<file path="config.mk">
export PLATFORM = sky130hd
export DESIGN_NAME = sgd_step_fault_output
export DESIGN_NICKNAME = d
export VERILOG_FILES = /design/src/pkg/sgd_pkg.sv /design/src/logic/sgd_short_guard.sv /design/src/logic/sgd_step_fault_output.sv
export SDC_FILE = /design/constraint.sdc
export NUM_CORES = 1
export LEC_CHECK = 0
export BUFFER_PORTS_ARGS = -buffer_cell sky130_fd_sc_hd__buf_2
export CELL_PAD_IN_SITES_DETAIL_PLACEMENT = 0
export CELL_PAD_IN_SITES_GLOBAL_PLACEMENT = 1
export CORE_ASPECT_RATIO = 0.7
export CORE_MARGIN = 2
export CORE_UTILIZATION = 40
export CTS_BUF_LIST = sky130_fd_sc_hd__clkbuf_8
export DETAILED_ROUTE_END_ITERATION = 6
export PLACE_DENSITY_LB_ADDON = 0.1
export SLEW_MARGIN = 40
export SYNTH_ARGS = -nofsm -noshare
export SYNTH_HDL_FRONTEND = slang
export SYNTH_HIERARCHICAL = 1
export SYNTH_SLANG_ARGS = --single-unit
</file>
<file path="constraint.sdc">
create_clock -name REF_CLK -period 6.48 [get_ports REF_CLK]
set_clock_uncertainty 0.05 [all_clocks]
set_input_delay 0.648 -clock REF_CLK [delete_from_list [all_inputs] [get_ports REF_CLK]]
set_output_delay 0.648 -clock REF_CLK [all_outputs]
set_load 0.05 [all_outputs]
</file>
<file path="src/pkg/sgd_pkg.sv">
// shared constants and carrier types for the step generator and diagnostics block
package sgd_pkg;
  localparam int VEL_W = 24;
  localparam int PHASE_W = 23;
  localparam int MICROSTEP_COUNTER_W = 10;
  localparam int STEP_PERIOD_COUNT_W = 20;
  localparam logic [STEP_PERIOD_COUNT_W-1:0] STEP_PERIOD_COUNT_MAX = 20'hfffff;
  localparam logic [MICROSTEP_COUNTER_W-1:0] MICROSTEP_COUNTER_ZERO = 10'h000;
  localparam logic [MICROSTEP_COUNTER_W-1:0] MICROSTEP_COUNTER_ONE = 10'h001;
  localparam int SHORT_RETRIES = 3;
  localparam logic [1:0] RETRY_LIMIT = 2'(SHORT_RETRIES);
  // thermal setting codes: 0 143/120, 1 150/120, 2 150/143, 3 157/143
  localparam logic [1:0] OT_143_PW120 = 2'h0;
  localparam logic [1:0] OT_150_PW120 = 2'h1;
  localparam logic [1:0] OT_150_PW143 = 2'h2;
  localparam logic [1:0] OT_157_PW143 = 2'h3;
  localparam logic [1:0] OT_DEFAULT = OT_143_PW120;

  typedef struct packed {
    logic ge_120;
    logic ge_143;
    logic ge_150;
    logic ge_157;
  } sgd_temp_s;

  typedef struct packed {
    logic gnd_a;
    logic gnd_b;
    logic sup_a;
    logic sup_b;
  } sgd_short_s;

  typedef struct packed {
    logic overtemp_shutdown_flag;
    logic overtemp_prewarn;
    logic short_ground_coil_a;
    logic short_ground_coil_b;
    logic short_supply_coil_a;
    logic short_supply_coil_b;
    logic open_load_a;
    logic open_load_b;
  } sgd_status_s;
endpackage : sgd_pkg

</file>
<file path="src/logic/sgd_short_guard.sv">
// short detector for one bridge: confirm by retries, latch flags until disable
`timescale 1ns/1ns
module sgd_short_guard (
  // clock and reset
  input wire logic REF_CLK,
  input wire logic RESETN,
  // control
  input wire logic enable,
  input wire logic check,
  // synchronised detector levels
  input wire logic det_gnd,
  input wire logic det_sup,
  // results
  output logic flag_gnd,
  output logic flag_sup,
  output logic bridge_off
);
  import sgd_pkg::*;
  logic [1:0] retries;
  logic hit;
  assign hit = det_gnd | det_sup;
  // one event per check strobe; an event while flagged is ignored
  always_ff @(posedge REF_CLK or negedge RESETN) begin
    if (!RESETN) begin
      retries <= 2'h0;
    end else if (!enable) begin
      retries <= 2'h0;
    end else if (check && !bridge_off) begin
      if (!hit) begin
        retries <= 2'h0;
      end else if (retries != RETRY_LIMIT) begin
        retries <= retries + 2'h1;
      end
    end
  end
  // confirmed after three retries all still shorted
  always_ff @(posedge REF_CLK or negedge RESETN) begin
    if (!RESETN) begin
      flag_gnd <= 1'b0;
      flag_sup <= 1'b0;
    end else if (!enable) begin
      flag_gnd <= 1'b0;
      flag_sup <= 1'b0;
    end else if (check && !bridge_off && hit && retries == RETRY_LIMIT) begin
      flag_gnd <= det_gnd;
      flag_sup <= det_sup;
    end
  end
  assign bridge_off = flag_gnd | flag_sup;
endmodule : sgd_short_guard

</file>
<file path="src/logic/sgd_step_fault_output.sv">
// internal step pulse generator with thermal, short and open-load diagnostics
// Summary of operation
// - position advances at velocity times fclk/2/2^23
// - velocity is signed; sign sets direction
// - step period counted in clocks between microsteps
// - index toggles per step when selected
// - microstep counter wraps 1023 to 0
// - four shutdown settings, default 143/120
// - 157 setting only from serial interface
// - overtemp holds driver off until below prewarn
// - short confirmed after three retries
// - confirmed short switches off its bridge, flags
// - open load set when current unreachable
// - open load is informational only
// - fault output when driver cannot operate
// - index marks counter zero by default
// - index zero is coil A positive crossing
`timescale 1ns/1ns
module sgd_step_fault_output (
  // clock and reset
  input wire logic REF_CLK,
  input wire logic RESETN,
  // configuration from serial interface or otp
  input wire logic DRV_ENABLE,
  input wire logic signed [sgd_pkg::VEL_W-1:0] INTERNAL_VELOCITY,
  input wire logic INDEX_STEP_PULSE_SELECT,
  input wire logic [1:0] OT_SELECT,
  input wire logic OT_FROM_SERIAL,
  // analog comparator levels (asynchronous)
  input wire sgd_pkg::sgd_temp_s TEMP_LEVELS,
  input wire sgd_pkg::sgd_short_s SHORT_DETECT,
  input wire logic SHORT_CHECK,
  input wire logic CURRENT_REACHED_A,
  input wire logic CURRENT_REACHED_B,
  input wire logic CURRENT_SAMPLE,
  // motion results
  output logic [sgd_pkg::MICROSTEP_COUNTER_W-1:0] MICROSTEP_COUNTER,
  output logic [sgd_pkg::STEP_PERIOD_COUNT_W-1:0] STEP_PERIOD_COUNT,
  output logic MICROSTEP_PULSE,
  output logic STEP_DIR,
  // bridge control
  output logic BRIDGE_A_ON,
  output logic BRIDGE_B_ON,
  // status
  output sgd_pkg::sgd_status_s DRIVER_STATUS_WORD,
  output logic FAULT_OUTPUT,
  output logic INDEX_OUT
);
  import sgd_pkg::*;

  // two-flop synchronisers for all analog levels except CURRENT_SAMPLE
  localparam int SYN_W = 11;
  logic [SYN_W-1:0] syn_raw, syn_1, syn_2;
  assign syn_raw = {TEMP_LEVELS, SHORT_DETECT, CURRENT_REACHED_A, CURRENT_REACHED_B, SHORT_CHECK};
  always_ff @(posedge REF_CLK or negedge RESETN) begin
    if (!RESETN) begin
      syn_1 <= '0;
      syn_2 <= '0;
    end else begin
      syn_1 <= syn_raw;
      syn_2 <= syn_1;
    end
  end
  sgd_temp_s temp;
  sgd_short_s shrt;
  logic reach_a, reach_b, check_lvl, check_d, check_pulse;
  assign {temp, shrt, reach_a, reach_b, check_lvl} = syn_2;
  always_ff @(posedge REF_CLK or negedge RESETN) begin
    if (!RESETN) begin
      check_d <= 1'b0;
    end else begin
      check_d <= check_lvl;
    end
  end
  assign check_pulse = check_lvl & ~check_d;

  // velocity accumulator: half clock rate means adding |v| every second cycle
  logic half_en;
  logic [PHASE_W-1:0] phase;
  logic [PHASE_W:0] next_phase;
  logic [VEL_W-1:0] vel_mag;
  logic vel_neg, step_now;
  assign vel_neg = INTERNAL_VELOCITY[VEL_W-1];
  assign vel_mag = vel_neg ? VEL_W'(-INTERNAL_VELOCITY) : VEL_W'(INTERNAL_VELOCITY);
  // velocity applied as written, no ramp limiting
  assign next_phase = {1'b0, phase} + (PHASE_W+1)'(vel_mag);
  assign step_now = half_en & next_phase[PHASE_W];
  always_ff @(posedge REF_CLK or negedge RESETN) begin
    if (!RESETN) begin
      half_en <= 1'b0;
    end else begin
      half_en <= ~half_en;
    end
  end
  always_ff @(posedge REF_CLK or negedge RESETN) begin
    if (!RESETN) begin
      phase <= '0;
    end else if (!DRV_ENABLE) begin
      phase <= '0;
    end else if (half_en) begin
      phase <= next_phase[PHASE_W-1:0];
    end
  end

  // microstep counter; direction from velocity sign
  always_ff @(posedge REF_CLK or negedge RESETN) begin
    if (!RESETN) begin
      MICROSTEP_COUNTER <= MICROSTEP_COUNTER_ZERO;
      STEP_DIR <= 1'b0;
      MICROSTEP_PULSE <= 1'b0;
    end else begin
      MICROSTEP_PULSE <= step_now;
      if (step_now) begin
        STEP_DIR <= vel_neg;
        // natural 10-bit wrap gives 1023 to 0 going up
        MICROSTEP_COUNTER <= vel_neg ? MICROSTEP_COUNTER - MICROSTEP_COUNTER_ONE : MICROSTEP_COUNTER + MICROSTEP_COUNTER_ONE;
      end
    end
  end

  // step period: clocks between microsteps, saturating at the standstill value
  logic [STEP_PERIOD_COUNT_W-1:0] period_cnt;
  always_ff @(posedge REF_CLK or negedge RESETN) begin
    if (!RESETN) begin
      period_cnt <= '0;
      STEP_PERIOD_COUNT <= STEP_PERIOD_COUNT_MAX;
    end else if (step_now) begin
      // a step after a long standstill must not wrap to zero
      STEP_PERIOD_COUNT <= (period_cnt == STEP_PERIOD_COUNT_MAX) ? STEP_PERIOD_COUNT_MAX : period_cnt + STEP_PERIOD_COUNT_W'(1);
      period_cnt <= '0;
    end else if (period_cnt != STEP_PERIOD_COUNT_MAX) begin
      period_cnt <= period_cnt + STEP_PERIOD_COUNT_W'(1);
      if (period_cnt + STEP_PERIOD_COUNT_W'(1) == STEP_PERIOD_COUNT_MAX) begin
        STEP_PERIOD_COUNT <= STEP_PERIOD_COUNT_MAX;
      end
    end
  end

  // thermal thresholds
  logic [1:0] ot_eff;
  logic shut_hit, warn_hit;
  // otp cannot reach the highest setting; falls back to the next lower one
  assign ot_eff = (OT_SELECT == OT_157_PW143 && !OT_FROM_SERIAL) ? OT_150_PW143 : OT_SELECT;
  always_comb begin
    case (ot_eff)
      OT_143_PW120: begin
        shut_hit = temp.ge_143;
        warn_hit = temp.ge_120;
      end
      OT_150_PW120: begin
        shut_hit = temp.ge_150;
        warn_hit = temp.ge_120;
      end
      OT_150_PW143: begin
        shut_hit = temp.ge_150;
        warn_hit = temp.ge_143;
      end
      default: begin
        shut_hit = temp.ge_157;
        warn_hit = temp.ge_143;
      end
    endcase
  end
  logic ot_flag;
  always_ff @(posedge REF_CLK or negedge RESETN) begin
    if (!RESETN) begin
      ot_flag <= 1'b0;
    end else if (shut_hit) begin
      ot_flag <= 1'b1;
    end else if (!warn_hit) begin
      ot_flag <= 1'b0;
    end
  end

  // short protection per bridge
  logic gnd_a, sup_a, off_a, gnd_b, sup_b, off_b;
  sgd_short_guard u_guard_a (
    .REF_CLK(REF_CLK),
    .RESETN(RESETN),
    .enable(DRV_ENABLE),
    .check(check_pulse),
    .det_gnd(shrt.gnd_a),
    .det_sup(shrt.sup_a),
    .flag_gnd(gnd_a),
    .flag_sup(sup_a),
    .bridge_off(off_a)
  );
  sgd_short_guard u_guard_b (
    .REF_CLK(REF_CLK),
    .RESETN(RESETN),
    .enable(DRV_ENABLE),
    .check(check_pulse),
    .det_gnd(shrt.gnd_b),
    .det_sup(shrt.sup_b),
    .flag_gnd(gnd_b),
    .flag_sup(sup_b),
    .bridge_off(off_b)
  );

  // open load: sampled on each current check, no effect on bridges
  logic ol_a, ol_b, sample_d;
  always_ff @(posedge REF_CLK or negedge RESETN) begin
    if (!RESETN) begin
      sample_d <= 1'b0;
    end else begin
      sample_d <= CURRENT_SAMPLE;
    end
  end
  always_ff @(posedge REF_CLK or negedge RESETN) begin
    if (!RESETN) begin
      ol_a <= 1'b0;
      ol_b <= 1'b0;
    end else if (sample_d) begin
      ol_a <= ~reach_a;
      ol_b <= ~reach_b;
    end
  end

  // bridge enables and status outputs, registered
  always_ff @(posedge REF_CLK or negedge RESETN) begin
    if (!RESETN) begin
      BRIDGE_A_ON <= 1'b0;
      BRIDGE_B_ON <= 1'b0;
      FAULT_OUTPUT <= 1'b0;
      DRIVER_STATUS_WORD <= '0;
    end else begin
      // open load deliberately absent from both terms
      BRIDGE_A_ON <= DRV_ENABLE & ~ot_flag & ~off_a;
      BRIDGE_B_ON <= DRV_ENABLE & ~ot_flag & ~off_b;
      FAULT_OUTPUT <= ot_flag | off_a | off_b;
      DRIVER_STATUS_WORD <= '{ot_flag, warn_hit, gnd_a, gnd_b, sup_a, sup_b, ol_a, ol_b};
    end
  end

  // index: counter zero (coil a positive crossing) or step toggle
  always_ff @(posedge REF_CLK or negedge RESETN) begin
    if (!RESETN) begin
      INDEX_OUT <= 1'b0;
    end else if (INDEX_STEP_PULSE_SELECT) begin
      if (step_now) begin
        INDEX_OUT <= ~INDEX_OUT;
      end
    end else begin
      INDEX_OUT <= (MICROSTEP_COUNTER == MICROSTEP_COUNTER_ZERO);
    end
  end
endmodule : sgd_step_fault_output

</file>
== Word level (Yosys, flattened, before mapping) ==
Index checks and enable logic that the tools add are counted.
Storage, ports and cells
  register bits: 123
  input port bits: 43
  output and inout bits: 44
Operators by class
  add/subtract/negate cells: 7
  equal/unequal tests: 19
  muxes and demuxes: 33
  bitwise logic cells: 19
  reduce and logical (&&, ||, !) cells: 19
Operator list (count)
  20-bit 2-to-1 mux: 6
  23-bit 2-to-1 mux: 2
  20-bit equality test, second input constant: 2
  23-bit by 24-bit adder with 24-bit output: 1
  24-bit 2-to-1 mux: 1
  24-bit negator: 1
  20-bit by 1-bit adder with 20-bit output, second input constant: 1
  20-bit inequality test, second input constant: 1
  2-bit 2-to-1 mux: 9
  1-bit 2-to-1 mux: 13
  2-bit by 1-bit inequality test with 1-bit output, second input constant: 6
  10-bit by 1-bit adder with 10-bit output, second input constant: 1
  10-bit zero test: 1
  10-bit 2-to-1 mux: 1
  10-bit by 1-bit subtractor with 10-bit output, second input constant: 1
  2-bit equality test, second input constant: 4
  1-bit NOT: 8
  1-bit logical AND: 7
  2-bit inequality test, second input constant: 3
  3-bit inequality test, second input constant: 2
  1-bit bitwise OR: 6
  2-bit AND reduction: 3
  1-bit bitwise AND: 5
  2-bit by 1-bit adder with 2-bit output, second input constant: 2
  other kinds (6): 10

== Longest topological paths before layout ==
  word-level depth: 8
  depth in mapped cells: 20

== By module ==
Netlist, hierarchy kept.
By module, submodules not included
  sgd_step_fault_output: instances 1, cells an instance 619, area an instance 6429.9 sq um, seq. area each 2902.8 sq um
  sgd_short_guard: instances 2, cells an instance 21, area an instance 217.7 sq um, seq. area each 100.1 sq um

== Worst setup path after synthesis ==
OpenSTA, ideal clock, no wires.
  path kind: input to register
  from: input port INTERNAL_VELOCITY[9] (netlist name)
  to: register period_cnt[14]
  library setup time: 0.138 ns
  data arrival time: 4.284 ns
  data required time: 6.292 ns
  setup slack: 2.008 ns
  cell stages on the path: 16
  cells stage by stage: or4_4 > or4_4 > or4_1 > o31ai_1 > xnor2_1 > ha_1 > clkbuf_1 > nand4_1 > o211ai_1 > o41ai_2 > nand4b_1 > o2111ai_2 > buf_6 > buf_4 > buf_2 > a21oi_1
Between the ends
  word-level cells in the longest chain between the ends: 5
Ends and longest elaborated chain
  start, declared: line sgd_step_fault_output.sv:25  | input wire logic signed [sgd_pkg::VEL_W-1:0] INTERNAL_VELOCITY,
  24-bit negator: line sgd_step_fault_output.sv:84  | assign vel_mag = vel_neg ? VEL_W'(-INTERNAL_VELOCITY) : VEL_W'(INTERNAL_VELOCITY);
  24-bit 2-to-1 mux *: line sgd_step_fault_output.sv:84
  23-bit by 24-bit adder with 24-bit output *: line sgd_step_fault_output.sv:86  | assign next_phase = {1'b0, phase} + (PHASE_W+1)'(vel_mag);
  1-bit bitwise AND *: line sgd_step_fault_output.sv:87  | assign step_now = half_en & next_phase[PHASE_W];
  20-bit 2-to-1 mux / 2-bit nonzero test (equally long branches)
  end signal, assigned: line sgd_step_fault_output.sv:132  | period_cnt <= period_cnt + STEP_PERIOD_COUNT_W'(1);
  end, declared: line sgd_step_fault_output.sv:122  | logic [STEP_PERIOD_COUNT_W-1:0] period_cnt;
Mark *: on every way between the ends. The rest lies on a longest branch, timed or not.
A chain may end at the register's enable or synchronous reset.

== Worst setup path after layout ==
  from: input port INTERNAL_VELOCITY[9] (netlist name)
  to: register STEP_PERIOD_COUNT[6] (netlist name)
Between the ends
  word-level cells in the longest chain between the ends: 6
Ends and longest elaborated chain
  24-bit negator: line sgd_step_fault_output.sv:84
  24-bit 2-to-1 mux *: line sgd_step_fault_output.sv:84
  23-bit by 24-bit adder with 24-bit output *: line sgd_step_fault_output.sv:86
  1-bit bitwise AND *: line sgd_step_fault_output.sv:87
  2-bit nonzero test (no line)
  2-bit AND reduction (no line)
  end signal, assigned: line sgd_step_fault_output.sv:129  | STEP_PERIOD_COUNT <= (period_cnt == STEP_PERIOD_COUNT_MAX) ? STEP_PERIOD_COUNT_MAX : period_cnt + STEP_PERIOD_ ...
  end, declared: line sgd_step_fault_output.sv:38  | output logic [sgd_pkg::STEP_PERIOD_COUNT_W-1:0] STEP_PERIOD_COUNT,
Marks and branches as above.

==> results.cfg <==
[synthesis]
yosys_warnings = 6
synth_ff_type = dfrtp_1
synth_edf_count = 0
ys_ff_latch = 123
syn_nets = 744
yosysMostFrequentCell = dfrtp_1
yosysSeqAreaShare_pct = 45.2
async_flop_share_pct = 100
synth.area.top_cells = dfrtp_1 (38%), dfstp_2 (7.7%), ha_1 (6.9%)
synth.largest_area_cell = dfrtp_1
syn_inst = 661
avgSynthCellArea_um2 = 10.4
syn-cell-area_mm2 = 0.00687
synth_top_cells_by_count = dfrtp_1 (103), a21oi_1 (43), xnor2_1 (41)
synth_top_area_share_pct = 37.5
synthDistinctLibCells = 59

[floorplan]
io_pins = 87
die_y_um = 114
start_util_pct = 40.5
coreArea_mm2 = 0.0170
die_x_um = 161
rows = 40
die_area_mm2 = 0.0182

[drt]
dr.pass1.iters = 5
dr_wl_met3_um = 726
met2_wirelength_mm = 6.92
avgRoutedWirePerCell_um = 16.5
wirelength_mm = 16.3
drtAntennaViolNets = 0
drtIter0Drc = 341
m1WireLength_mm = 8.49
drc_errors = 0
viasPerCell = 5.40
vias = 5338
top_layer = met4

[worst_setup_path]
critPathKind = in2reg
path_max_fanout = 20
end_kind = flop
start_kind = input pin
cp.arrival_ps = 5290
required_ps = 6790

[cts]
cts.sinks = 123
cts_tree = yes
clkSlewWorstSetupHoldPaths_ps = 80
cts_resized = 0
cts.htree.levels = 4
cts_hold_buffers = 0
post_cts.repair.setup_buffers = 0
clockBufferDepth = 2
numCtsBuffers = 17
root_buffer = clkbuf_8
clock_latency_ps = 440

[final_layout]
final_nets = 828
final_cells = 989
drive_gt1_share_pct = 22.3
antenna_cells = 0
area_growth_pct = 15.7

[sta]
setup_viol = 0
max_slew_margin_pct = 53.9
rsz0062_at_grt = false
finalMaxSlewViolations = 0
period_minus_slack_ps = 4980
period_share_pct = 76.8
tns_ps = 0
fmax_mhz = 201
worst_pin_slew_ps = 691
finalHoldViolCount = 0

[global_route]
grt_pass1_wl_mm = 27.0
antenna_found_initial = 0
track_usage_pct = 18.8
grt_overflow = 0
grt_pass1_vias = 5199
grt_max_degree = 75

[pwr]
peakVddDrop_v = 0.000274
seqPwrFrac_pct = 36.9
p_per_area_mw_per_mm2 = 403
finalPower_mw = 3.21
comb_power_share_pct = 39.9
switchingPower_mw = 1.36
p_leak_nw = 3.61
intPower_mw = 1.85
pwr-share-clk_pct = 23.2
swShare_pct = 42.3

[placement]
hpwlAfterDp_mm = 11.6
dp.cells = 957
portBuffers = 86
place.gp.congestion = 0.873

[run]
max-cap-violations = 0

[run_status]
outcome = complete, no violations

[worst_hold_path]
hp-class = in2async
## cells by family (layout without fill, tap and decap cells)
logic type | count (synthesis) | in the layout | share of synthesized area (%)
AO/OA/AOI/OAI | 177 | 177 | 17.6
buffers and inverters | 49 | 146 | 3.15
XOR/XNOR | 60 | 60 | 7.65
AND/OR/NAND/NOR | 188 | 188 | 15.2
flip-flops | 123 | 123 | 45.2
adder cells (fa/ha/maj) | 40 | 40 | 7.51
multiplexers | 24 | 24 | 3.64
## final cells by class
cell class              count  area [um^2]
clock inverters            14          183
inverters                  25         93.8
well taps                 231          289
clock buffers              18          248
fillers                  1574         9020
repair buffers             89          459
multi-input cells         489         3570
flip-flops and latches    123         3100
## critical path: stages
cell       delay, ps
buf_2            120
or4_4            560
or4_4            480
or4_1            470
o31ai_1          260
xnor2_1          160
ha_1             340
nand4_1          130
o211ai_1         100
o41ai_2          530
nand4b_1         250
o2111ai_4        370
buf_4            360
a31o_4           300
a2bb2oi_1        200
## final timing paths
check,from,end,slack [ps],cells past startpoint
max in group asynchronous,RESETN,phase[7]$_DFFE_PN0P_,5080,2
min in group REF_CLK,SHORT_DETECT[2],syn_1[5]$_DFF_PN0_,270,1
max,INTERNAL_VELOCITY[9],STEP_PERIOD_COUNT[6]$_DFFE_PN1P_,1500,15
max reg2reg,phase[16]$_DFFE_PN0P_,STEP_PERIOD_COUNT[6]$_DFFE_PN1P_,3150,9
min,RESETN,phase[1]$_DFFE_PN0P_,170,1
min reg2reg,syn_1[8]$_DFF_PN0_,syn_2[8]$_DFF_PN0_,300,0
## power by group through the flow
stage	Combinational (mW)	Sequential, mW	Clock [mW]
detailed placement	1.28	1.19	0
floorplan	0.630	1.53	0
finish	1.28	1.18	0.745
global route	1.39	1.22	0.811
CTS	1.28	1.18	0.767
global placement	1.27	1.19	0
## registers in the layout (all words and copies together), names as in the netlist, 2 cells and up
signal / flops
STEP_PERIOD_COUNT: 20
u_guard_b/retries: 2
period_cnt: 20
phase: 23
DRIVER_STATUS_WORD: 8
u_guard_a/retries: 2
MICROSTEP_COUNTER: 10
syn_1: 11
syn_2: 11
## per-stage QoR
step           setup WS, ps  hold WS (ps)  util (%)  area, um^2
6_report               1500           172      46.8        7950
5_1_grt                1230           182      46.8        7950
4_1_cts                1510           175      46.8        7940
3_5_place_dp           1040           286      44.3        7510
3_3_place_gp           1140           282      44.2        7500
2_1_floorplan          2010           281         -        6870
## cell usage in the layout, fill, tap and decap left out, types with 14 or more instances in the layout
cell type / instances
dfrtp_1: 103
buf_2: 85
a21oi_1: 43
xnor2_1: 41
ha_1: 38
o21ai_0: 33
nand2_1: 32
inv_1: 25
nor2_1: 25
nand3_1: 24
dfstp_2: 20
xor2_1: 19
a2bb2oi_1: 19
clkbuf_8: 18
nor2b_1: 17
mux2i_1: 16
nor3_1: 14
## layer usage
| metal | vias to the layer above | GRT usage, % |
|---|---|---|
| met5 | - | 0 |
| met4 | 0 | 5.05 |
| met3 | 10 | 4.69 |
| met2 | 110 | 27.8 |
| met1 | 2628 | 27.6 |
| li1 | 2590 | - |
(Power assumes the default switching activity.)
